`src/hdl/dpm_regs.vh`:
```
// Register offsets, field positions and reset values of the debug port mailbox.
//
// What this block does and what software and the debugger must do
// Control upper byte and bit five always read zero regardless of writes.
// Bit 7 zero: reading incoming register 1 clears its flag; one: software clears.
// Bit 6 zero: reading incoming register 0 clears its flag; one: software clears.
// Bit 4 selects 16-bit transfers (slot 0 only) or 32-bit (both slots).
// Outgoing ready flag 1 clears when its high byte or word is written.
// Outgoing ready flag 0 clears when its high byte or word is written.
// Each outgoing ready flag sets again once the debugger reads that message.
// Incoming new-data flag 0 or 1 sets when the debugger deposits a message.
// Incoming registers: 16 bits, CPU read-only, high and low byte, reset zero.
// Outgoing registers: 16 bits, CPU read-write, high and low byte, reset zero.
// Control register reads 000Ch after reset.
// Software pads and drains partial messages before changing the transfer width.
// Debugger writes after CPU consumes, reads outgoing only while ready is clear.
`ifndef DPM_REGS_VH
`define DPM_REGS_VH

`define DPM_OFS_CONTROL    8'h06
`define DPM_OFS_IN0        8'h08
`define DPM_OFS_IN1        8'h0a
`define DPM_OFS_OUT0       8'h0c
`define DPM_OFS_OUT1       8'h0e
`define DPM_OFS_EVENTS     8'h10
`define DPM_OFS_EVMASK     8'h12

`define DPM_BIT_IN0_FLAG   0
`define DPM_BIT_IN1_FLAG   1
`define DPM_BIT_OUT0_FLAG  2
`define DPM_BIT_OUT1_FLAG  3
`define DPM_BIT_WIDTH_SEL  4
`define DPM_BIT_IN0_ACOFF  6
`define DPM_BIT_IN1_ACOFF  7

`define DPM_RST_CONTROL    16'h000c
`define DPM_RST_MESSAGE    16'h0000
`define DPM_RST_EVENTS     4'h0
`define DPM_RST_EVMASK     4'h0

`endif

```
`src/hdl/dpm_mailbox.v`:
```
// Debug port mailbox: CPU register port, debugger link and event interrupt.
`timescale 1ns/100ps
`default_nettype none
`include "dpm_regs.vh"

module dpm_mailbox
(
  input  wire        sys_clk,
  input  wire        rstn,
  input  wire [7:0]  reg_addr,
  input  wire [15:0] reg_wdata,
  input  wire [1:0]  reg_wr_be,
  input  wire        reg_wr,
  input  wire        reg_rd,
  output reg  [15:0] reg_rdata,
  output reg         irq,
  input  wire        dbg_clk,
  input  wire        dbg_wr,
  input  wire        dbg_rd,
  input  wire        dbg_sel,
  input  wire [15:0] dbg_wdata,
  output reg  [15:0] dbg_rdata,
  output reg  [3:0]  dbg_flags
);

  // ************************************************************
  // Functions
  // ************************************************************

  // Merges write data into a 16-bit register under byte enables.
  function [15:0] merge_bytes;
    input [15:0] old_val;
    input [15:0] new_val;
    input [1:0]  be;
    begin
      merge_bytes = old_val;
      if (be[0])
        merge_bytes[7:0] = new_val[7:0];
      if (be[1])
        merge_bytes[15:8] = new_val[15:8];
    end
  endfunction

  // ************************************************************
  // Declarations
  // ************************************************************

  reg  [15:0] in_msg0;
  reg  [15:0] in_msg1;
  reg  [15:0] out_msg0;
  reg  [15:0] out_msg1;
  reg         in0_new_data_flag;
  reg         in1_new_data_flag;
  reg         out0_ready_flag;
  reg         out1_ready_flag;
  reg         transfer_width_select;
  reg         in0_autoclear_disable;
  reg         in1_autoclear_disable;
  reg  [3:0]  ev_status;
  reg  [3:0]  ev_mask;
  reg  [19:0] link_s1;
  reg  [19:0] link_s2;
  reg         link_clk_d;

  wire        link_clk_s;
  wire        link_wr_s;
  wire        link_rd_s;
  wire        link_sel_s;
  wire [15:0] link_data_s;
  wire        link_edge;
  wire        slot1_ok;
  wire        dep0;
  wire        dep1;
  wire        took0;
  wire        took1;
  wire        wr_ctrl;
  wire        wr_out0;
  wire        wr_out1;
  wire        wr_mask;
  wire        rd_in0;
  wire        rd_in1;
  wire        rd_events;
  wire [15:0] ctrl_view;
  wire [3:0]  ev_set;

  reg  [15:0] next_reg_rdata;

  // ************************************************************
  // Link input synchroniser
  // ************************************************************

  // Every link input passes two flops; edges are found on the second.
  always @(posedge sys_clk or negedge rstn)
  begin
    if (!rstn)
    begin
      link_s1    <= 20'h00000;
      link_s2    <= 20'h00000;
      link_clk_d <= 1'b0;
    end
    else
    begin
      link_s1    <= {dbg_clk, dbg_wr, dbg_rd, dbg_sel, dbg_wdata};
      link_s2    <= link_s1;
      link_clk_d <= link_s2[19];
    end
  end

  assign link_clk_s  = link_s2[19];
  assign link_wr_s   = link_s2[18];
  assign link_rd_s   = link_s2[17];
  assign link_sel_s  = link_s2[16];
  assign link_data_s = link_s2[15:0];
  assign link_edge   = link_clk_s & ~link_clk_d;

  // Slot 1 only takes part in 32-bit transfers.
  assign slot1_ok = transfer_width_select;
  assign dep0     = link_edge & link_wr_s & ~link_sel_s;
  assign dep1     = link_edge & link_wr_s & link_sel_s & slot1_ok;
  assign took0    = link_edge & link_rd_s & ~link_sel_s;
  assign took1    = link_edge & link_rd_s & link_sel_s & slot1_ok;

  // ************************************************************
  // Register decode
  // ************************************************************

  assign wr_ctrl   = reg_wr & (reg_addr == `DPM_OFS_CONTROL);
  assign wr_out0   = reg_wr & (reg_addr == `DPM_OFS_OUT0);
  assign wr_out1   = reg_wr & (reg_addr == `DPM_OFS_OUT1);
  assign wr_mask   = reg_wr & (reg_addr == `DPM_OFS_EVMASK) & reg_wr_be[0];
  assign rd_in0    = reg_rd & (reg_addr == `DPM_OFS_IN0);
  assign rd_in1    = reg_rd & (reg_addr == `DPM_OFS_IN1);
  assign rd_events = reg_rd & (reg_addr == `DPM_OFS_EVENTS);

  // Upper byte and bit five are held at zero.
  assign ctrl_view = {8'h00,
                      in1_autoclear_disable,
                      in0_autoclear_disable,
                      1'b0,
                      transfer_width_select,
                      out1_ready_flag,
                      out0_ready_flag,
                      in1_new_data_flag,
                      in0_new_data_flag};

  // ************************************************************
  // Incoming messages
  // ************************************************************

  // The debugger deposits messages; the CPU only reads them.
  always @(posedge sys_clk or negedge rstn)
  begin
    if (!rstn)
    begin
      in_msg0 <= `DPM_RST_MESSAGE;
      in_msg1 <= `DPM_RST_MESSAGE;
    end
    else
    begin
      if (dep0)
        in_msg0 <= link_data_s;
      if (dep1)
        in_msg1 <= link_data_s;
    end
  end

  // A deposit in the same cycle as a clear leaves the flag set.
  always @(posedge sys_clk or negedge rstn)
  begin
    if (!rstn)
    begin
      in0_new_data_flag <= 1'b0;
      in1_new_data_flag <= 1'b0;
    end
    else
    begin
      if (dep0)
        in0_new_data_flag <= 1'b1;
      else if (wr_ctrl && reg_wr_be[0])
        in0_new_data_flag <= reg_wdata[`DPM_BIT_IN0_FLAG];
      else if (rd_in0 && !in0_autoclear_disable)
        in0_new_data_flag <= 1'b0;
      if (dep1)
        in1_new_data_flag <= 1'b1;
      else if (wr_ctrl && reg_wr_be[0])
        in1_new_data_flag <= reg_wdata[`DPM_BIT_IN1_FLAG];
      else if (rd_in1 && !in1_autoclear_disable)
        in1_new_data_flag <= 1'b0;
    end
  end

  // ************************************************************
  // Control bits
  // ************************************************************

  always @(posedge sys_clk or negedge rstn)
  begin
    if (!rstn)
    begin
      transfer_width_select <= 1'b0;
      in0_autoclear_disable <= 1'b0;
      in1_autoclear_disable <= 1'b0;
    end
    else if (wr_ctrl && reg_wr_be[0])
    begin
      transfer_width_select <= reg_wdata[`DPM_BIT_WIDTH_SEL];
      in0_autoclear_disable <= reg_wdata[`DPM_BIT_IN0_ACOFF];
      in1_autoclear_disable <= reg_wdata[`DPM_BIT_IN1_ACOFF];
    end
  end

  // ************************************************************
  // Outgoing messages
  // ************************************************************

  always @(posedge sys_clk or negedge rstn)
  begin
    if (!rstn)
    begin
      out_msg0 <= `DPM_RST_MESSAGE;
      out_msg1 <= `DPM_RST_MESSAGE;
    end
    else
    begin
      if (wr_out0)
        out_msg0 <= merge_bytes(out_msg0, reg_wdata, reg_wr_be);
      if (wr_out1)
        out_msg1 <= merge_bytes(out_msg1, reg_wdata, reg_wr_be);
    end
  end

  // Only a write that reaches the high byte hands the slot over.
  always @(posedge sys_clk or negedge rstn)
  begin
    if (!rstn)
    begin
      out0_ready_flag <= 1'b1;
      out1_ready_flag <= 1'b1;
    end
    else
    begin
      if (took0)
        out0_ready_flag <= 1'b1;
      else if (wr_out0 && reg_wr_be[1])
        out0_ready_flag <= 1'b0;
      if (took1)
        out1_ready_flag <= 1'b1;
      else if (wr_out1 && reg_wr_be[1])
        out1_ready_flag <= 1'b0;
    end
  end

  // ************************************************************
  // Debugger read path
  // ************************************************************

  always @(posedge sys_clk or negedge rstn)
  begin
    if (!rstn)
    begin
      dbg_rdata <= `DPM_RST_MESSAGE;
      dbg_flags <= 4'hc;
    end
    else
    begin
      if (took0)
        dbg_rdata <= out_msg0;
      else if (took1)
        dbg_rdata <= out_msg1;
      dbg_flags <= {out1_ready_flag, out0_ready_flag,
                    in1_new_data_flag, in0_new_data_flag};
    end
  end

  // ************************************************************
  // Events and interrupt
  // ************************************************************

  assign ev_set = {took1, took0, dep1, dep0};

  // A read clears the events it returned; new events in that cycle survive.
  always @(posedge sys_clk or negedge rstn)
  begin
    if (!rstn)
    begin
      ev_status <= `DPM_RST_EVENTS;
      ev_mask   <= `DPM_RST_EVMASK;
      irq       <= 1'b0;
    end
    else
    begin
      if (rd_events)
        ev_status <= ev_set;
      else
        ev_status <= ev_status | ev_set;
      if (wr_mask)
        ev_mask <= reg_wdata[3:0];
      irq <= |(ev_status & ev_mask);
    end
  end

  // ************************************************************
  // CPU read data
  // ************************************************************

  always @*
  begin
    next_reg_rdata = 16'h0000;
    if (reg_rd)
    begin
      case (reg_addr)
        `DPM_OFS_CONTROL: next_reg_rdata = ctrl_view;
        `DPM_OFS_IN0:     next_reg_rdata = in_msg0;
        `DPM_OFS_IN1:     next_reg_rdata = in_msg1;
        `DPM_OFS_OUT0:    next_reg_rdata = out_msg0;
        `DPM_OFS_OUT1:    next_reg_rdata = out_msg1;
        `DPM_OFS_EVENTS:  next_reg_rdata = {12'h000, ev_status};
        `DPM_OFS_EVMASK:  next_reg_rdata = {12'h000, ev_mask};
        default:          next_reg_rdata = 16'h0000;
      endcase
    end
  end

  // Read data stand for exactly one cycle after the strobe.
  always @(posedge sys_clk or negedge rstn)
  begin
    if (!rstn)
      reg_rdata <= 16'h0000;
    else
      reg_rdata <= next_reg_rdata;
  end

endmodule // dpm_mailbox
`default_nettype wire

```
`config.mk`:
```
export PLATFORM = sky130hd
export DESIGN_NAME = dpm_mailbox
export DESIGN_NICKNAME = d
export VERILOG_FILES = /design/src/hdl/dpm_mailbox.v
export VERILOG_INCLUDE_DIRS = /design/src /design/src/hdl
export SDC_FILE = /design/constraint.sdc
export NUM_CORES = 1
export LEC_CHECK = 0
export BUFFER_PORTS_ARGS = -buffer_cell sky130_fd_sc_hd__buf_2
export CORE_MARGIN = 10
export CORE_UTILIZATION = 40
export CTS_CLUSTER_SIZE = 28
export DETAILED_ROUTE_END_ITERATION = 7
export SLEW_MARGIN = 20
export SYNTH_ARGS = -nofsm -noshare
export SYNTH_HDL_FRONTEND = slang
export SYNTH_SLANG_ARGS = --single-unit
```
`constraint.sdc`:
```
create_clock -name sys_clk -period 2 [get_ports sys_clk]
set_input_delay 0.1 -clock sys_clk [delete_from_list [all_inputs] [get_ports sys_clk]]
set_output_delay 0.1 -clock sys_clk [all_outputs]
set_load 0.02 [all_outputs]
```
==> summary.md, run 1 <==
| Metric | Value |
|---|---|
| Status | completed |
| Die area | 0.02064 mm² |
| Worst hold path type | in -> reg |
| Routed len/inst | 18.51 µm |
| Worst R2R End | in_msg0[10] |
| Measured slew at the worst slew-check pin | 723.6 ps |
| RSZ-0062 raised after global routing | false |
| Crit path largest cell delay | 380 ps |
| # DRC | 0 |
| Critical path, cell by cell | nor2b_1 > and3b_1 > buf_4 > mux2_2 |
| Tot GR Track Use | 0.1478 |
| Nets | 613 |
| Final setup violation count | 0 |
| # H-tree levels | 4 |
| CP startpoint kind | register |
| Share of synthesized registers carrying an async set or reset | 1.000 |
| Avg Inst Size Synth | 14.56 µm² |
| #FFs+latches synth | 157 |
| Largest family of logic cells by synthesized area | multiplexers |
| Vias per cell | 5.110 |
| Root buffer cell | clkbuf_16 |
| Most common cell in the netlist | dfrtp_1 |
| Pre-antenna DRT Iters | 4 |
| Die width | 143.7 µm |
| Initial antenna violation count | 0 |
| Leading area contributor after synthesis | dfrtp_1 |
| Seq/Total Area, Yosys | 0.6432 |
| Via count | 3904 |
| First-pass GRT wire length | 23.07 mm |
| Netlist area before placement | 0.006116 mm² |
| Mux cell area share after synthesis | 0.2099 |
| WP data arrival | 1860 ps |
| Top-area cell type share of the netlist area | 0.6260 |
| CP endpoint kind | register |
| Cells after Synth | 420 |
| I/O pin count | 87 |
| Rel. slew slack | 0.5168 |
| FF-to-FF setup slack | 450 ps |
| Core ar. | 0.01509 mm² |
| Net Count, Synth | 470 |
| Clock tree buffer depth | 2 |
| Fin crit share | 0.7767 |
| Layout fillers | 1298 |
| PwrDens | 919.9 mW/mm² |
| Initial cell density of the core | 0.4053 |
| Slew Limit Fails | 0 |
| P_leak | 3.850 nW |
| Fin cells | 764 |
| Clock-pin transition on the worst setup and hold timing paths | 70 ps |
| Min cycle time layout | 1553 ps |
| Gpl congestion | 0.8195 |
| Ys flop type | dfrtp_1 |
| Post-synthesis compound-gate area fraction | 0.05892 |
| Gr ovfl total | 0 |
| Final hold violations | 0 |
| Tot Pwr | 0.007199 W |
| CP max stage cell | mux2_2 |
| Post-DP Area | 0.006855 mm² |
| Site Rows | 45 |
| Layout cells sized above 1 | 0.3993 |
| Num Clock Sinks | 157 |
| Post-synth cell types | 43 |
| Die height | 143.7 µm |
| Number of port buffers | 86 |
| CTS tree | built |
| Post-synth EDFFs | 0 |
| Worst Setup EP | in_msg0[10] |
| Routed wire length | 14.14 mm |
| Crit path max fanout | 18 |
| Clock Skews | 9.541 ps |
| Post-synth top cells | dfrtp_1, mux2_2, nand2_1 |
| Vias in the first global route | 4207 |
| Post-DRT Antenna Nets | 0 |
| Adder and majority gate portion of the synthesized area | 0 |
| Post-CTS Setup Inserts | 0 |
| N_diodes | 0 |
| Design Area, Final | 0.007826 mm² |
| Pin count of the biggest net entering global routing | 56 |
| Max-Cap Viols | 0 |
| Post-Synth XOR/XNOR Area | 0 |
| Simple-Gate Fraction of Synth Area | 0.07242 |
| Synth top area cells | dfrtp_1, mux2_2, mux2i_1 |
| Area delta synth->final | 27.97% |
| Cts bufs inserted | 17 |
| Worst VDD drop | 0.5872 mV |
| Data required time at the worst endpoint | 2300 ps |
| Synthesis warning total | 0 |
| Worst Setup SP | link_s2[19] |
| Initial DRC Count | 235 |
| DPL Wire Length | 10.01 mm |
| Fmax achieved | 643.7 MHz |
| Setup TNS | 0 ps |
| DP Cell Count | 695 |
| FF-to-FF Start | link_s2[19] |
| Clk_lat worst skew | 430 ps |
| Worst r2r path cells | 4 |
| Critical setup path kind | reg -> reg |
==> per-stage QoR <==
stage / util / setup WS, ps / hold slack (ps)
finish: 0.5187 / 446.5 / 128.3
global route: 0.5187 / 296.9 / 135.7
CTS: 0.5187 / 437.0 / 105.3
detailed placement: 0.4543 / 129.2 / 92.66
global placement: 0.4543 / 112.5 / 85.88
floorplan: - / 403.5 / -195.6
==> report_power, final <==
group          switching, W  total, W  leakage (nW)  internal [W]
sequential        0.0000959   0.00345          2.01       0.00335
combinational      0.000244  0.000512          1.55      0.000268
clock               0.00136   0.00324         0.292       0.00188
==> logic make-up (layout without fill, tap and decap cells) <==
| group | Yosys count | count (layout) |
|---|---|---|
| AOI/OAI and AO/OA | 55 | 55 |
| DFF | 157 | 157 |
| muxes | 110 | 110 |
| buffers and inverters | 20 | 176 |
| and+or+nand+nor | 78 | 78 |
==> worst max-delay path: cells and delay by family (launching register included) <==
kind / cells / cell delay (ps)
flops: 1 / 340
simple gates: 2 / 420
mux: 1 / 380
buf+inv: 1 / 290
==> cells in the final DEF, fill, tap and decap left out, types with 3 or more instances in the layout <==
master / count
and3b_1: 3
buf_4: 18
clkbuf_16: 17
a21oi_1: 7
o22ai_1: 3
nor2_2: 3
inv_6: 7
mux2i_1: 27
mux4_1: 3
mux4_2: 3
nand2_1: 29
nor2b_1: 6
dfstp_2: 4
dlygate4sd3_1: 37
dfrtp_1: 153
buf_2: 85
clkinv_4: 4
nand3_1: 6
nor2_1: 12
a22oi_1: 11
o21ai_0: 20
mux2_2: 77
a22o_1: 3
o2bb2ai_1: 4
==> worst min path at each step <==
stage / startpoint / end / slack [ps] / cells after the start
2_1_floorplan: rstn / dbg_flags[0] / -200 / 0
5_1_grt: reg_rd / reg_rdata[0] / 140 / 3
3_3_place_gp: rstn / link_s1[15] / 90 / 1
3_5_place_dp: rstn / link_s2[15] / 90 / 1
6_report: reg_wr_be[1] / out0_ready_flag / 130 / 4
4_1_cts: reg_rd / reg_rdata[0] / 110 / 3
==> layout make-up <==
cell class / instances / area [µm²] / share of cell area
Inverter: 2 / 7.507 / 0.0009592
Clock buffer: 17 / 425.4 / 0.05436
Multi-Input combinational cell: 243 / 2087 / 0.2667
Tap cell: 188 / 235.2 / 0.03006
Sequential cell: 157 / 3934 / 0.5026
Clock inverter: 15 / 175.2 / 0.02238
Timing Repair Buffer: 142 / 962.2 / 0.1229
==> metal layers <==
layer / track usage / part of all wire / up-vias
li1: - / - / 1806
met1: 0.1807 / 0.42 / 1990
met2: 0.2451 / 0.51 / 96
met3: 0.03993 / 0.058 / 12
met4: 0.05481 / 0.012 / 0
met5: 0 / 0 / -
==> what timing repair did <==
item                      CTS  global route
resized for setup           0             0
hold buffers               37             0
hold endpoints to repair  111             0
==> flip-flops by register name, indices dropped and copies added, names as in the netlist, 4 cells and up <==
name       count
in_msg1       16
ev_status      4
dbg_flags      4
link_s1       20
out_msg1      16
ev_mask        4
in_msg0       16
reg_rdata     16
link_s2       20
dbg_rdata     16
out_msg0      16
(Power assumes the default switching activity.)
==> run 2: changes to the inputs <==
==> constraint.sdc (replaced) <==
create_clock -name sys_clk -period 1.3 [get_ports sys_clk]
set_input_delay 0.065 -clock sys_clk [delete_from_list [all_inputs] [get_ports sys_clk]]
set_output_delay 0.065 -clock sys_clk [all_outputs]
set_load 0.02 [all_outputs]
==> run 2 against run 1 <==
The run now ends with negative setup slack left. First-iteration DRC count up 5.1%. Global-route usage up 0.30 points. Sequential power rose by 54%. Register-to-register slack got worse by 550 ps. Design area rose by 9.1%. Non-clock buffer count rose by 41. Largest cell class unchanged.
==> summary.md, run 2 (synthesized netlist as in run 1, its figures left out) <==
| Metric | Value |
|---|---|
| Min cycle time layout | 1400 ps (was 1553 ps) |
| Most common cell after layout, fill and taps aside | dfrtp_1 (unchanged) |
| Pre-antenna DRT Iters | 5 (was 4) |
| Cell internal pwr | 0.009123 W (was 0.005502 W) |
| Die height | 143.7 µm (unchanged) |
| Post-DRT Antenna Nets | 0 (unchanged) |
| Area delta synth->final | 39.57% (was 27.97%) |
| Clk_lat worst skew | 420 ps (was 430 ps) |
| Fmax achieved | 714.4 MHz (was 643.7 MHz) |
| DP Cell Count | 728 (was 695) |
| Data required time at the worst endpoint | 1600 ps (was 2300 ps) |
| Cts bufs inserted | 17 (unchanged) |
| Clock-pin transition on the worst setup and hold timing paths | 60 ps (was 70 ps) |
| Switching power | 0.002473 W (was 0.001697 W) |
| Critical setup path kind | reg -> reg (unchanged) |
| First-pass GRT wire length | 23.84 mm (was 23.07 mm) |
| Commonest non-fill, non-tap cells in the layout | dfrtp_1, buf_2, mux2_2, buf_4, dlygate4sd3_1 (was dfrtp_1, buf_2, mux2_2, dlygate4sd3_1, nand2_1) |
| Worst Hold Launch | reg_rd (was reg_wr_be[1]) |
| Crit path max fanout | 17 (was 18) |
| Worst Setup SP | link_clk_d (was link_s2[19]) |
| Design Area, Final | 0.008536 mm² (was 0.007826 mm²) |
| Rel. slew slack | 0.6935 (was 0.5168) |
| PwrDens | 1359 mW/mm² (was 919.9 mW/mm²) |
| Initial cell density of the core | 0.4053 (unchanged) |
| Core ar. | 0.01509 mm² (unchanged) |
| Via count | 4070 (was 3904) |
| Clock Skews | 6.261 ps (was 9.541 ps) |
| Tot GR Track Use | 0.1508 (was 0.1478) |
| Fin cells | 805 (was 764) |
| FF-to-FF Start | link_clk_d (was link_s2[19]) |
| Number of port buffers | 86 (unchanged) |
| Slew Limit Fails | 0 (unchanged) |
| Initial DRC Count | 247 (was 235) |
| Num Clock Sinks | 157 (unchanged) |
| Routed wire length | 15.72 mm (was 14.14 mm) |
| Layout fillers | 1225 (was 1298) |
| Largest regs | link_s1: 20 flops, link_s2: 20 flops (unchanged) |
| Gr ovfl total | 0 (unchanged) |
| Place WS | -338.2 ps (was 129.2 ps) |
| Nets | 654 (was 613) |
| WP data arrival | 1700 ps (was 1860 ps) |
| Final hold violations | 0 (unchanged) |
| I/O pin count | 87 (unchanged) |
| # DRC | 0 (unchanged) |
| Initial antenna violation count | 0 (unchanged) |
| Setup TNS | -2563 ps (was 0 ps) |
| # H-tree levels | 4 (unchanged) |
| Combinational power share | 0.080 (was 0.071) |
| Vias per cell | 5.056 (was 5.110) |
| Fin crit share | 1.077 (was 0.7767) |
| Register Area | 0.003934 mm² (unchanged) |
| Worst r2r path cells | 4 (unchanged) |
| Gpl congestion | 0.8165 (was 0.8195) |
| Worst hold path type | in -> reg (unchanged) |
| Root buffer cell | clkbuf_16 (unchanged) |
| Die width | 143.7 µm (unchanged) |
| Failing checks | negative setup slack |
| DPL Wire Length | 10.70 mm (was 10.01 mm) |
| Die area | 0.02064 mm² (unchanged) |
| CTS tree | built (unchanged) |
| Clock network power share | 0.461 (was 0.450) |
| Worst VDD drop | 0.8923 mV (was 0.5872 mV) |
| Hold Crit Depth | 3 (was 4) |
| Final WS setup | -99.87 ps (was 446.5 ps) |
| CP endpoint kind | register (unchanged) |
| Post-DP Area | 0.007361 mm² (was 0.006855 mm²) |
| Area of the multi-input gates | 0.002238 mm² (was 0.002087 mm²) |
| RSZ-0062 raised after global routing | true (was false) |
| Site Rows | 45 (unchanged) |
| Max-Cap Viols | 0 (unchanged) |
| Routed len/inst | 19.53 µm (was 18.51 µm) |
| P_leak | 4.206 nW (was 3.850 nW) |
| Layout cells sized above 1 | 0.4506 (was 0.3993) |
| N_diodes | 0 (unchanged) |
| Tot Pwr | 0.01160 W (was 0.007199 W) |
| Measured slew at the worst slew-check pin | 453.3 ps (was 723.6 ps) |
| Vias in the first global route | 4277 (was 4207) |
| Sw Ratio | 0.2132 (was 0.2358) |
| Clock tree buffer depth | 2 (unchanged) |
| Pin count of the biggest net entering global routing | 37 (was 56) |
| Status | finished with violations (was completed) |
| Flop pwr share | 0.459 (was 0.479) |
| CP startpoint kind | register (unchanged) |
| Final setup violation count | 48 (was 0) |
-- run 2: cell types whose count changed in the layout (fill, tap and decap cells not counted), moves of 7 or more --
| cell | previous run | this run |
|---|---|---|
| buf_12 | 1 | 11 |
| buf_4 | 18 | 41 |
| inv_6 | 7 | 0 |
| mux2_2 | 77 | 50 |
| mux2_4 | 0 | 27 |
| o21ai_0 | 20 | 4 |
| o21ai_1 | 0 | 16 |
-- run 2: power groups by stage --
stage                     Clock [W]  Sequential (W)  Combinational, W
final                       0.00535         0.00532          0.000926
after global routing        0.00566         0.00535           0.00101
after CTS                   0.00546         0.00532          0.000933
after detailed placement          0         0.00541          0.000836
after global placement            0         0.00540          0.000815
after floorplan                   0         0.00538          0.000415
-- run 2: timing repair --
action	4_1_cts	5_1_grt
hold buffers	37	0
pin swaps	0	1
buffers inserted	1	2
setup endpoints to repair	38	52
endpoints found under the hold margin	214	0
cloned	0	5
gates resized for setup	7	18
-- run 2: final cells by class --
class                      instances  area share
sequential                       157      0.4609
multi-input combinational        243      0.2622
timing repair buffer             183      0.1734
clock buffer                      20     0.05233
tap                              188     0.02756
clock inverter                    12     0.02272
inverter                           2   0.0008795
-- run 2: metrics by stage --
stage	util	hold slack [ps]
after floorplan	-	-230.6
after global placement	0.4878	-17.32
after detailed placement	0.4878	-12.53
after CTS	0.5556	29.11
after global routing	0.5657	31.07
final	0.5657	47.67
-- run 2: final timing paths --
kind | end | slack, ps
max in group asynchronous | dbg_rdata[5] | 600
min | reg_rdata[0] | 50
max | in_msg0[15] | -100
min in group asynchronous | link_s2[4] | 110
max reg2reg | in_msg0[15] | -100
min reg2reg | link_s2[9] | 350
-- run 2: worst max-delay path, cell delays in order, from the launching register on --
cell,delay [ps]
dfrtp_1,390
nor2b_4,130
and3b_2,220
buf_12,180
mux2_2,340
-- run 2: routing by layer --
| layer | global-route usage | part of all wire | vias up |
|---|---|---|---|
| met3 | 0.03762 | 0.041 | 18 |
| li1 | - | - | 1882 |
| met1 | 0.1920 | 0.44 | 2075 |
| met4 | 0.06072 | 0.017 | 0 |
| met2 | 0.2412 | 0.50 | 95 |
| met5 | 0 | 0 | - |
